### src/rtl/scm_pkg.sv
/*
  scm_pkg: register map, field layout, reset values, timing counts and carrier
  types for the symbol clocking and monitor block.
  Assumes one 100 MHz core clock and an asynchronous active-low reset.
*/
package scm_pkg;

  // register offsets on the microcomputer port
  localparam logic [7:0] SCM_PROBE_SEL_OFS = 8'h01;
  localparam logic [7:0] SCM_MISC_OFS      = 8'h0F;

  // reset values
  localparam logic [7:0] SCM_PROBE_SEL_RST = 8'h00;
  localparam logic [7:0] SCM_MISC_RST      = 8'h00;

  // probe_output_select fields
  localparam int unsigned SCM_SRC_LSB  = 0;
  localparam int unsigned SCM_SRC_W    = 4;
  localparam int unsigned SCM_HCLK_LSB = 6;

  // misc_test_control fields
  localparam int unsigned SCM_REGEN_BIT = 0;
  localparam int unsigned SCM_PAUSE_BIT = 1;
  localparam int unsigned SCM_SYMBOL_CLOCK_OUT_BIT  = 6;
  localparam int unsigned SCM_FULL_BIT  = 7;

  // timing: 128 phase steps per symbol, 8 steps per monitor bit
  localparam int unsigned SCM_CORE_CLK_KHZ  = 100000;
  localparam int unsigned SCM_REF_CLK_KHZ   = 10240;
  localparam int unsigned SCM_BASE_DIV      = 2;
  localparam int unsigned SCM_PHASE_W       = 7;
  localparam int unsigned SCM_WORD_W        = 16;
  localparam int unsigned SCM_SYNC_STAGES   = 3;

  typedef enum logic [1:0] {
    SCM_HCLK_16X = 2'h0,
    SCM_HCLK_32X = 2'h1,
    SCM_HCLK_64X = 2'h2
  } scm_hclk_ratio_t;

  typedef enum logic [1:0] {
    SCM_CU_PAR_MASTER = 2'h0,
    SCM_CU_PAR_SLAVE  = 2'h1,
    SCM_CU_SER_MAG    = 2'h2,
    SCM_CU_SER_SIGN   = 2'h3
  } scm_cu_mode_t;

  typedef enum logic [2:0] {
    SCM_ST_IDLE = 3'b001,
    SCM_ST_RD   = 3'b010,
    SCM_ST_WR   = 3'b100
  } scm_bus_st_t;

  // microcomputer control strobes, all asynchronous pins
  typedef struct packed {
    logic motel;
    logic wr_rw_n;
    logic rd_ds_n;
    logic cs_n;
  } scm_mci_ctl_t;

  // strobes toward the channel unit data path
  typedef struct packed {
    logic tx_sample;
    logic rx_update;
  } scm_cu_stb_t;

endpackage

### src/rtl/scm_top.sv
/*
  scm_top: symbol clock, high-speed clock, baud clock selection, serial probe
  output and the two registers behind the microcomputer port.
  Assumes a 100 MHz core clock; bus strobes, address, data and the baud
  clocks arrive asynchronously; probe words come from core-clock logic.
*/
`timescale 1ns/1ps

module scm_top #(
  parameter int unsigned N_SRC = 16,
  parameter int unsigned DEPTH = 2
) (
  input  wire logic                                   i_core_clk,
  input  wire logic                                   i_rst_n,
  // microcomputer port
  input  wire scm_pkg::scm_mci_ctl_t                  i_mci_ctl,
  input  wire logic [7:0]                             i_addr,
  input  wire logic [7:0]                             i_ad_in,
  output logic      [7:0]                             o_ad_out,
  output logic                                        o_ad_oe,
  output logic                                        o_ready_n_out,
  output logic                                        o_ready_n_oe,
  // clock side
  input  wire logic                                   i_tx_baud_clk_in,
  input  wire logic                                   i_rx_baud_clk_in,
  input  wire logic [1:0]                             i_cu_mode,
  input  wire logic                                   i_baud_edge_rise,
  input  wire logic                                   i_regen_tick,
  input  wire logic                                   i_remote_mode,
  input  wire logic                                   i_rx_phase_adv,
  input  wire logic                                   i_rx_phase_ret,
  output logic                                        o_symbol_clock_out,
  output logic                                        o_hclk_out,
  output scm_pkg::scm_cu_stb_t                        o_cu_stb,
  // probe words
  input  wire logic                                   i_mon_valid,
  input  wire logic [N_SRC-1:0][scm_pkg::SCM_WORD_W-1:0] i_mon_words,
  output logic                                        o_mon_ready,
  output logic                                        o_probe_serial_out
);

  localparam int unsigned SS = scm_pkg::SCM_SYNC_STAGES;
  localparam int unsigned PW = scm_pkg::SCM_PHASE_W;
  localparam int unsigned WW = scm_pkg::SCM_WORD_W;
  localparam int unsigned AW = (DEPTH > 1) ? $clog2(DEPTH) : 1;

  // ---------------- input synchronisers ----------------
  // 4 control strobes plus 2 baud clocks, each filtered on stage 2 == stage 3
  logic [5:0]    async_in;
  wire  [5:0]    filt_reg;
  logic [7:0]    addr_pipe_reg [SS];
  logic [7:0]    data_pipe_reg [SS];

  assign async_in = {i_rx_baud_clk_in, i_tx_baud_clk_in, i_mci_ctl};

  genvar g;
  generate
    for (g = 0; g < 6; g++)
    begin : g_sync
      logic [SS-1:0] sh_reg;
      logic          f_reg;
      always_ff @(posedge i_core_clk or negedge i_rst_n)
      begin
        if (!i_rst_n)
          sh_reg <= '1;
        else
          sh_reg <= {sh_reg[SS-2:0], async_in[g]};
      end
      always_ff @(posedge i_core_clk or negedge i_rst_n)
      begin
        if (!i_rst_n)
          f_reg <= 1'b1;
        else if (sh_reg[1] == sh_reg[2])
          f_reg <= sh_reg[2];
      end
      assign filt_reg[g] = f_reg;
    end
  endgenerate

  // address and data are held stable around a strobe, so a plain pipe suffices
  always_ff @(posedge i_core_clk or negedge i_rst_n)
  begin
    if (!i_rst_n)
    begin
      for (int i = 0; i < SS; i++)
      begin
        addr_pipe_reg[i] <= 8'h00;
        data_pipe_reg[i] <= 8'h00;
      end
    end
    else
    begin
      addr_pipe_reg[0] <= i_addr;
      data_pipe_reg[0] <= i_ad_in;
      for (int i = 1; i < SS; i++)
      begin
        addr_pipe_reg[i] <= addr_pipe_reg[i-1];
        data_pipe_reg[i] <= data_pipe_reg[i-1];
      end
    end
  end

  scm_pkg::scm_mci_ctl_t ctl;
  logic                  tx_baud;
  logic                  rx_baud;
  assign ctl     = filt_reg[3:0];
  assign tx_baud = filt_reg[4];
  assign rx_baud = filt_reg[5];

  // ---------------- register access ----------------
  logic               rd_act;
  logic               wr_act;
  scm_pkg::scm_bus_st_t st_reg;
  logic [7:0]         probe_sel_reg;
  logic [7:0]         misc_reg;
  logic [7:0]         rd_data;
  logic               fifo_full;
  logic               symbol_clock_out_reg;

  assign rd_act = !ctl.cs_n && (ctl.motel ? (!ctl.rd_ds_n && ctl.wr_rw_n) : !ctl.rd_ds_n);
  assign wr_act = !ctl.cs_n && (ctl.motel ? (!ctl.rd_ds_n && !ctl.wr_rw_n) : !ctl.wr_rw_n);

  always_ff @(posedge i_core_clk or negedge i_rst_n)
  begin
    if (!i_rst_n)
      st_reg <= scm_pkg::SCM_ST_IDLE;
    else
    begin
      case (st_reg)
        scm_pkg::SCM_ST_IDLE:
          if (rd_act)
            st_reg <= scm_pkg::SCM_ST_RD;
          else if (wr_act)
            st_reg <= scm_pkg::SCM_ST_WR;
        scm_pkg::SCM_ST_RD:
          if (!rd_act)
            st_reg <= scm_pkg::SCM_ST_IDLE;
        scm_pkg::SCM_ST_WR:
          if (!wr_act)
            st_reg <= scm_pkg::SCM_ST_IDLE;
        default:
          st_reg <= scm_pkg::SCM_ST_IDLE;
      endcase
    end
  end

  // write lands when the strobe goes away, as on the trailing strobe edge
  // reset clears ratio
  always_ff @(posedge i_core_clk or negedge i_rst_n)
  begin
    if (!i_rst_n)
    begin
      probe_sel_reg <= scm_pkg::SCM_PROBE_SEL_RST;
      misc_reg      <= scm_pkg::SCM_MISC_RST;
    end
    else if (st_reg == scm_pkg::SCM_ST_WR && !wr_act)
    begin
      if (addr_pipe_reg[SS-1] == scm_pkg::SCM_PROBE_SEL_OFS)
        probe_sel_reg <= data_pipe_reg[SS-1];
      if (addr_pipe_reg[SS-1] == scm_pkg::SCM_MISC_OFS)
        misc_reg <= data_pipe_reg[SS-1];
    end
  end

  always_comb
  begin
    rd_data = 8'h00;
    if (addr_pipe_reg[SS-1] == scm_pkg::SCM_PROBE_SEL_OFS)
      rd_data = probe_sel_reg;
    else if (addr_pipe_reg[SS-1] == scm_pkg::SCM_MISC_OFS)
    begin
      rd_data = {2'h0, misc_reg[5:0]};
      rd_data[scm_pkg::SCM_SYMBOL_CLOCK_OUT_BIT] = symbol_clock_out_reg;
      rd_data[scm_pkg::SCM_FULL_BIT] = fifo_full;
    end
  end

  always_ff @(posedge i_core_clk or negedge i_rst_n)
  begin
    if (!i_rst_n)
    begin
      o_ad_out <= 8'h00;
      o_ad_oe  <= 1'b0;
    end
    else
    begin
      o_ad_out <= rd_data;
      o_ad_oe  <= (st_reg == scm_pkg::SCM_ST_RD) && rd_act;
    end
  end

  // ready is open drain: pulled low while an access is in progress
  assign o_ready_n_out = 1'b0;
  assign o_ready_n_oe  = (st_reg != scm_pkg::SCM_ST_IDLE);

  // ---------------- timing base ----------------
  logic                  regen_en;
  logic [1:0]            ratio;
  logic [$clog2(scm_pkg::SCM_BASE_DIV+1)-1:0] div_reg;
  logic                  base_tick;
  logic [PW-1:0]         phase_reg;
  logic [PW-1:0]         phase_next;
  logic                  word_start;
  logic                  bit_tick;

  assign regen_en = misc_reg[scm_pkg::SCM_REGEN_BIT];
  assign ratio    = probe_sel_reg[scm_pkg::SCM_HCLK_LSB +: 2];

  always_ff @(posedge i_core_clk or negedge i_rst_n)
  begin
    if (!i_rst_n)
      div_reg <= '0;
    else if (div_reg == ($bits(div_reg))'(scm_pkg::SCM_BASE_DIV - 1))
      div_reg <= '0;
    else
      div_reg <= div_reg + 1'b1;
  end

  assign base_tick = regen_en ? i_regen_tick : (div_reg == ($bits(div_reg))'(scm_pkg::SCM_BASE_DIV - 1));

  always_comb
  begin
    phase_next = phase_reg;
    if (base_tick)
    begin
      if (i_remote_mode && i_rx_phase_adv)
        phase_next = phase_reg + PW'(2);
      else if (!(i_remote_mode && i_rx_phase_ret))
        phase_next = phase_reg + PW'(1);
    end
  end

  // msb falling marks the wrap, robust to a skipped step
  assign word_start = phase_reg[PW-1] && !phase_next[PW-1];
  assign bit_tick   = phase_reg[3] != phase_next[3];

  always_ff @(posedge i_core_clk or negedge i_rst_n)
  begin
    if (!i_rst_n)
      phase_reg <= '0;
    else
      phase_reg <= phase_next;
  end

  always_ff @(posedge i_core_clk or negedge i_rst_n)
  begin
    if (!i_rst_n)
      symbol_clock_out_reg <= 1'b1;
    else
      symbol_clock_out_reg <= !phase_next[PW-1];
  end

  always_ff @(posedge i_core_clk or negedge i_rst_n)
  begin
    if (!i_rst_n)
      o_hclk_out <= 1'b1;
    // ratio change waits for a phase step, so no sliver pulse
    else if (base_tick)
    begin
      case (ratio)
        scm_pkg::SCM_HCLK_32X: o_hclk_out <= !phase_next[1];
        scm_pkg::SCM_HCLK_64X: o_hclk_out <= !phase_next[0];
        default:               o_hclk_out <= !phase_next[2];
      endcase
    end
  end

  assign o_symbol_clock_out = symbol_clock_out_reg;

  // ---------------- channel unit strobes ----------------
  logic tx_baud_d_reg;
  logic rx_baud_d_reg;
  logic slave;

  always_ff @(posedge i_core_clk or negedge i_rst_n)
  begin
    if (!i_rst_n)
    begin
      tx_baud_d_reg <= 1'b1;
      rx_baud_d_reg <= 1'b1;
    end
    else
    begin
      tx_baud_d_reg <= tx_baud;
      rx_baud_d_reg <= rx_baud;
    end
  end

  assign slave = (i_cu_mode == scm_pkg::SCM_CU_PAR_SLAVE);

  always_ff @(posedge i_core_clk or negedge i_rst_n)
  begin
    if (!i_rst_n)
      o_cu_stb <= '0;
    else if (slave)
    begin
      o_cu_stb.tx_sample <= i_baud_edge_rise ? (tx_baud && !tx_baud_d_reg) : (!tx_baud && tx_baud_d_reg);
      o_cu_stb.rx_update <= i_baud_edge_rise ? (rx_baud && !rx_baud_d_reg) : (!rx_baud && rx_baud_d_reg);
    end
    else
    begin
      o_cu_stb.tx_sample <= !phase_reg[PW-1] && phase_next[PW-1];
      o_cu_stb.rx_update <= word_start;
    end
  end

  // ---------------- probe buffer ----------------
  localparam int unsigned SCM_SRC_WL = scm_pkg::SCM_SRC_W;

  logic [WW-1:0]            mem [DEPTH];
  logic [AW-1:0]            wptr_reg;
  logic [AW-1:0]            rptr_reg;
  logic [$clog2(DEPTH+1)-1:0] cnt_reg;
  logic [SCM_SRC_WL-1:0]    sel_act_reg;
  logic                     push;
  logic                     pop;
  logic [WW-1:0]            word_reg;

  // pause lets software stall the drain, so the buffer backs up to the source
  assign fifo_full   = (cnt_reg == ($bits(cnt_reg))'(DEPTH));
  assign o_mon_ready = !fifo_full;
  assign push        = i_mon_valid && !fifo_full;
  assign pop         = word_start && !misc_reg[scm_pkg::SCM_PAUSE_BIT] && (cnt_reg != '0);

  always_ff @(posedge i_core_clk or negedge i_rst_n)
  begin
    if (!i_rst_n)
      sel_act_reg <= '0;
    else if (word_start)
      sel_act_reg <= probe_sel_reg[scm_pkg::SCM_SRC_LSB +: SCM_SRC_WL];
  end

  always_ff @(posedge i_core_clk)
  begin
    if (push)
      mem[wptr_reg] <= i_mon_words[sel_act_reg];
  end

  always_ff @(posedge i_core_clk or negedge i_rst_n)
  begin
    if (!i_rst_n)
    begin
      wptr_reg <= '0;
      rptr_reg <= '0;
      cnt_reg  <= '0;
    end
    else
    begin
      if (push)
        wptr_reg <= (wptr_reg == AW'(DEPTH - 1)) ? '0 : wptr_reg + 1'b1;
      if (pop)
        rptr_reg <= (rptr_reg == AW'(DEPTH - 1)) ? '0 : rptr_reg + 1'b1;
      if (push && !pop)
        cnt_reg <= cnt_reg + 1'b1;
      else if (pop && !push)
        cnt_reg <= cnt_reg - 1'b1;
    end
  end

  // an empty or paused slot sends an all-zero word
  always_ff @(posedge i_core_clk or negedge i_rst_n)
  begin
    if (!i_rst_n)
      word_reg <= '0;
    else if (word_start)
      word_reg <= pop ? mem[rptr_reg] : '0;
  end

  // ---------------- serial probe output ----------------
  // word starts with LSB
  always_ff @(posedge i_core_clk or negedge i_rst_n)
  begin
    if (!i_rst_n)
      o_probe_serial_out <= 1'b0;
    else if (word_start)
      o_probe_serial_out <= pop ? mem[rptr_reg][0] : 1'b0;
    else if (bit_tick)
      o_probe_serial_out <= word_reg[phase_next[PW-1:3]];
  end

endmodule // scm_top

### config.mk
export PLATFORM = sky130hd
export DESIGN_NAME = scm_top
export DESIGN_NICKNAME = d
export VERILOG_FILES = /design/src/rtl/scm_pkg.sv /design/src/rtl/scm_top.sv
export SDC_FILE = /design/constraint.sdc
export NUM_CORES = 1
export LEC_CHECK = 0
export BUFFER_PORTS_ARGS = -buffer_cell sky130_fd_sc_hd__buf_2
export CAP_MARGIN = 20
export CORE_MARGIN = 10
export CORE_UTILIZATION = 45
export CTS_CLUSTER_DIAMETER = 100
export DETAILED_ROUTE_END_ITERATION = 7
export GPL_TIMING_DRIVEN = 0
export PLACE_DENSITY = 0.86
export SETUP_SLACK_MARGIN = 0.02
export SYNTH_ARGS = -nofsm -noshare
export SYNTH_HDL_FRONTEND = slang
export SYNTH_SLANG_ARGS = --single-unit
export TNS_END_PERCENT = 20
### constraint.sdc
create_clock -name i_core_clk -period 3.4 [get_ports i_core_clk]
set_input_delay 1.02 -clock i_core_clk [delete_from_list [all_inputs] [get_ports i_core_clk]]
set_output_delay 1.02 -clock i_core_clk [all_outputs]
set_load 0.02 [all_outputs]
==> impl_metrics.toml <==
[status]
status = "complete, no violations"

[critical_path]
timing.rr.end = "mem[0][6]"
critPathLaunch = "sel_act_reg[0]"
worstPathRequired_ns = 3.56
slowest_stage = "clkdlybuf4s15_1"
r2r_start = "sel_act_reg[0]"
crit_family = "buffers and inverters"
end_kind = "flop"
cpPeakStageDelay_ns = 0.80
cpMostUsedCell = "mux4_2"
startpoint_type = "flop"
path_class = "reg -> reg"
arrival_ns = 3.35
r2r_cells = 4
crit_chain = "clkbuf_1, clkdlybuf4s15_1, mux4_2, mux4_2"
critPathBufInv = 2
cp.depth = 4
reg2reg_setup_slack_ns = 0.21
critPathMaxFanout = 10

[die]
initial_core_util_pct = 45.7
die_h_um = 152
fp.dieW_um = 152
num_rows = 48
dieArea_sq_um = 23100
core_region_area_sq_um = 17200
io_pins = 305

[synth]
ys_warn_count = 0
synth_common_cells = "dfrtp_1, mux4_2, nand2_1"
seq_area_frac_synth_pct = 56.7
synth-edff-count = 32
syn_area_per_cell_sq_um = 16.4
async_reset_ff_share_pct = 81.2
synth-xor-area-share_pct = 1.21
synth_area_leaders = "dfrtp_1, mux4_2, edfxtp_1"
post-synth-top-count-cell = "dfrtp_1"
synth_top_area_share_pct = 34.7
ys_ff_latch = 170
postSynthNetCount = 772
synth-main-ff-cell = "dfrtp_1"
synth_compound_area_share_pct = 5.23
synth_area_sq_um = 7850
yosys.area_share.adder_pct = 1.56
synthMuxAreaShare_pct = 28.8
synth_cells = 479
synth_cell_types = 46
synth-simple-area-share_pct = 4.56
synth_top_family_by_area = "multiplexers"
yosys.area.top_type = "dfrtp_1"

[placement]
pre_cts_ws_ns = -0.00583
port_buffers = 303
gp_congestion = 0.912
place_hpwl_um = 21800

[clock_tree]
clk_latency_ns = 0.43
path_clk_slew_ns = 0.06
post_cts_resized = 0
tritoncts = "done"
cts_hold_buf = 0
cts_buffer_depth = 2
cts_root_buf = "clkbuf_16"
htreeDepth = 4
clock-sinks = 170
cts_buffers = 17
cts_setup_buffers = 0

[timing]
min_period_ns = 3.19
setup_slack_ns = 0.207
setup_viol = 0
slew_headroom_pct = 37.4
maxSlewViolCount = 0
fin_skew_ns = 0.00525
finalCritPeriodShare_pct = 93.9
max_slew.worst_pin.slew_ns = 0.932
finalHoldViolations = 0
fmax_mhz = 313

[global_route]
track_usage_pct = 22.8
grt_use_met1_pct = 24.8
grt_pass1_vias = 6533
grt_use_met2_pct = 39.9
grt.busiest_layer = "met2"
antenna_found_initial = 11
grt_max_degree = 71
grt.overflow.total = 0
grt_util_met3_pct = 8.41
grt_pass1_wl_um = 40200

[drt]
drcViolationCount = 0
avgRoutedWirePerCell_um = 25.5
first_iter_violations = 386
antenna_left = 0
firstDrtPassIters = 5
route.final.wire_length_um = 26900
avgViaCountPerCell = 5.57
via_count = 5873

[hold_path]
holdPathStages = 0
hold_class = "reg -> reg"
whs_endpoint = "addr_pipe_reg[0]"
hp-start = "addr_pipe_reg[8]"

[final_layout]
drive_gt1_share_pct = 58.5
largest_reg_flops = 32
fin_util_pct = 60.0
syn2layout_area_growth_pct = 31.2
finalNetCount = 1097
fillers = 1324

[power_and_ir_drop]
vdd_drop_max_uv = 344
p_per_area_nw_per_um2 = 514
p_leak_uw = 0.00446

[run]
cap_violations = 0
-- power by group --
group	switching, uW	leakage (uW)	total (uW)	internal (uW)
clock	791	0.000258	1770	978
sequential	147	0.00198	2510	2360
combinational	545	0.00222	1010	465
total	1480	0.00446	5290	3810
-- cells by family (layout without fill, tap and decap cells) --
group	Yosys count	in the layout
other	1	13
multiplexers	120	120
AO/OA/AOI/OAI	53	53
buffers and inverters	39	377
XOR/XNOR	10	10
AND/OR/NAND/NOR	75	75
adder cells (fa/ha/maj)	11	11
flip-flops	170	170
-- how the worst max path moves through the flow --
| stage | endpoint | slack, ns |
|---|---|---|
| floorplan | o_probe_serial_out | 0.39 |
| global placement | o_cu_stb[0] | -0.43 |
| detailed placement | o_probe_serial_out | -0.006 |
| CTS | mem[1][4] | 0.14 |
| global route | mem[1][6] | -0.02 |
| finish | mem[0][6] | 0.21 |
-- stage by stage --
step                setup TNS (ns)  cells  total power [uW]  hold slack, ns  area, sq um
floorplan                        0    479              3100           0.331         7850
global placement            -46.26   1007              3470           0.333         9650
detailed placement        -0.00583   1010              3540           0.336         9720
CTS                              0   1042              5310           0.351        10300
global route               -0.0331   1051              5510           0.352        10300
finish                           0   1054              5290           0.348        10300
-- routing by layer --
| layer | routed length [um] | vias to the layer above | part of all wire, % |
|---|---|---|---|
| met5 | 7 | - | 0.026 |
| met1 | 9620 | 2978 | 36 |
| met3 | 2210 | 53 | 8.2 |
| met2 | 14600 | 303 | 54 |
| met4 | 515 | 2 | 1.9 |
| li1 | - | 2537 | - |
-- cells in the final DEF, fill, tap and decap left out, types with 2 or more instances in the layout --
| cell | instances |
|---|---|
| diode_2 | 12 |
| buf_4 | 2 |
| edfxtp_1 | 32 |
| maj3_1 | 6 |
| buf_16 | 2 |
| nand3_1 | 5 |
| o31ai_1 | 17 |
| o221a_2 | 2 |
| mux4_2 | 83 |
| and3_1 | 3 |
| a21oi_1 | 5 |
| nor3b_1 | 2 |
| buf_1 | 5 |
| a22o_1 | 7 |
| mux2i_1 | 20 |
| clkbuf_8 | 2 |
| inv_4 | 3 |
| nor2_1 | 10 |
| xnor2_1 | 6 |
| mux2_2 | 17 |
| o21ai_0 | 10 |
| or2_2 | 2 |
| clkinvlp_4 | 5 |
| inv_1 | 11 |
| dfstp_2 | 29 |
| nor3_1 | 2 |
| ha_1 | 5 |
| nor2b_1 | 3 |
| dfrtp_1 | 109 |
| clkbuf_16 | 17 |
| clkbuf_1 | 21 |
| nand2_1 | 37 |
| a21bo_2 | 2 |
| nand2b_1 | 5 |
| xor2_1 | 3 |
| a211oi_1 | 2 |
| buf_2 | 302 |
-- layout make-up --
type / count / area (sq um) / area share (%)
antenna: 12 / 30.0 / 0.291
buffer: 28 / 116 / 1.13
inverter: 11 / 41.3 / 0.401
sequential: 170 / 4450 / 43.2
timing repair buffer: 306 / 1590 / 15.4
clock buffer: 20 / 457 / 4.43
clock inverter: 12 / 90.1 / 0.874
tap: 225 / 282 / 2.73
multi-input combinational: 270 / 3250 / 31.6
(Power assumes the default switching activity.)
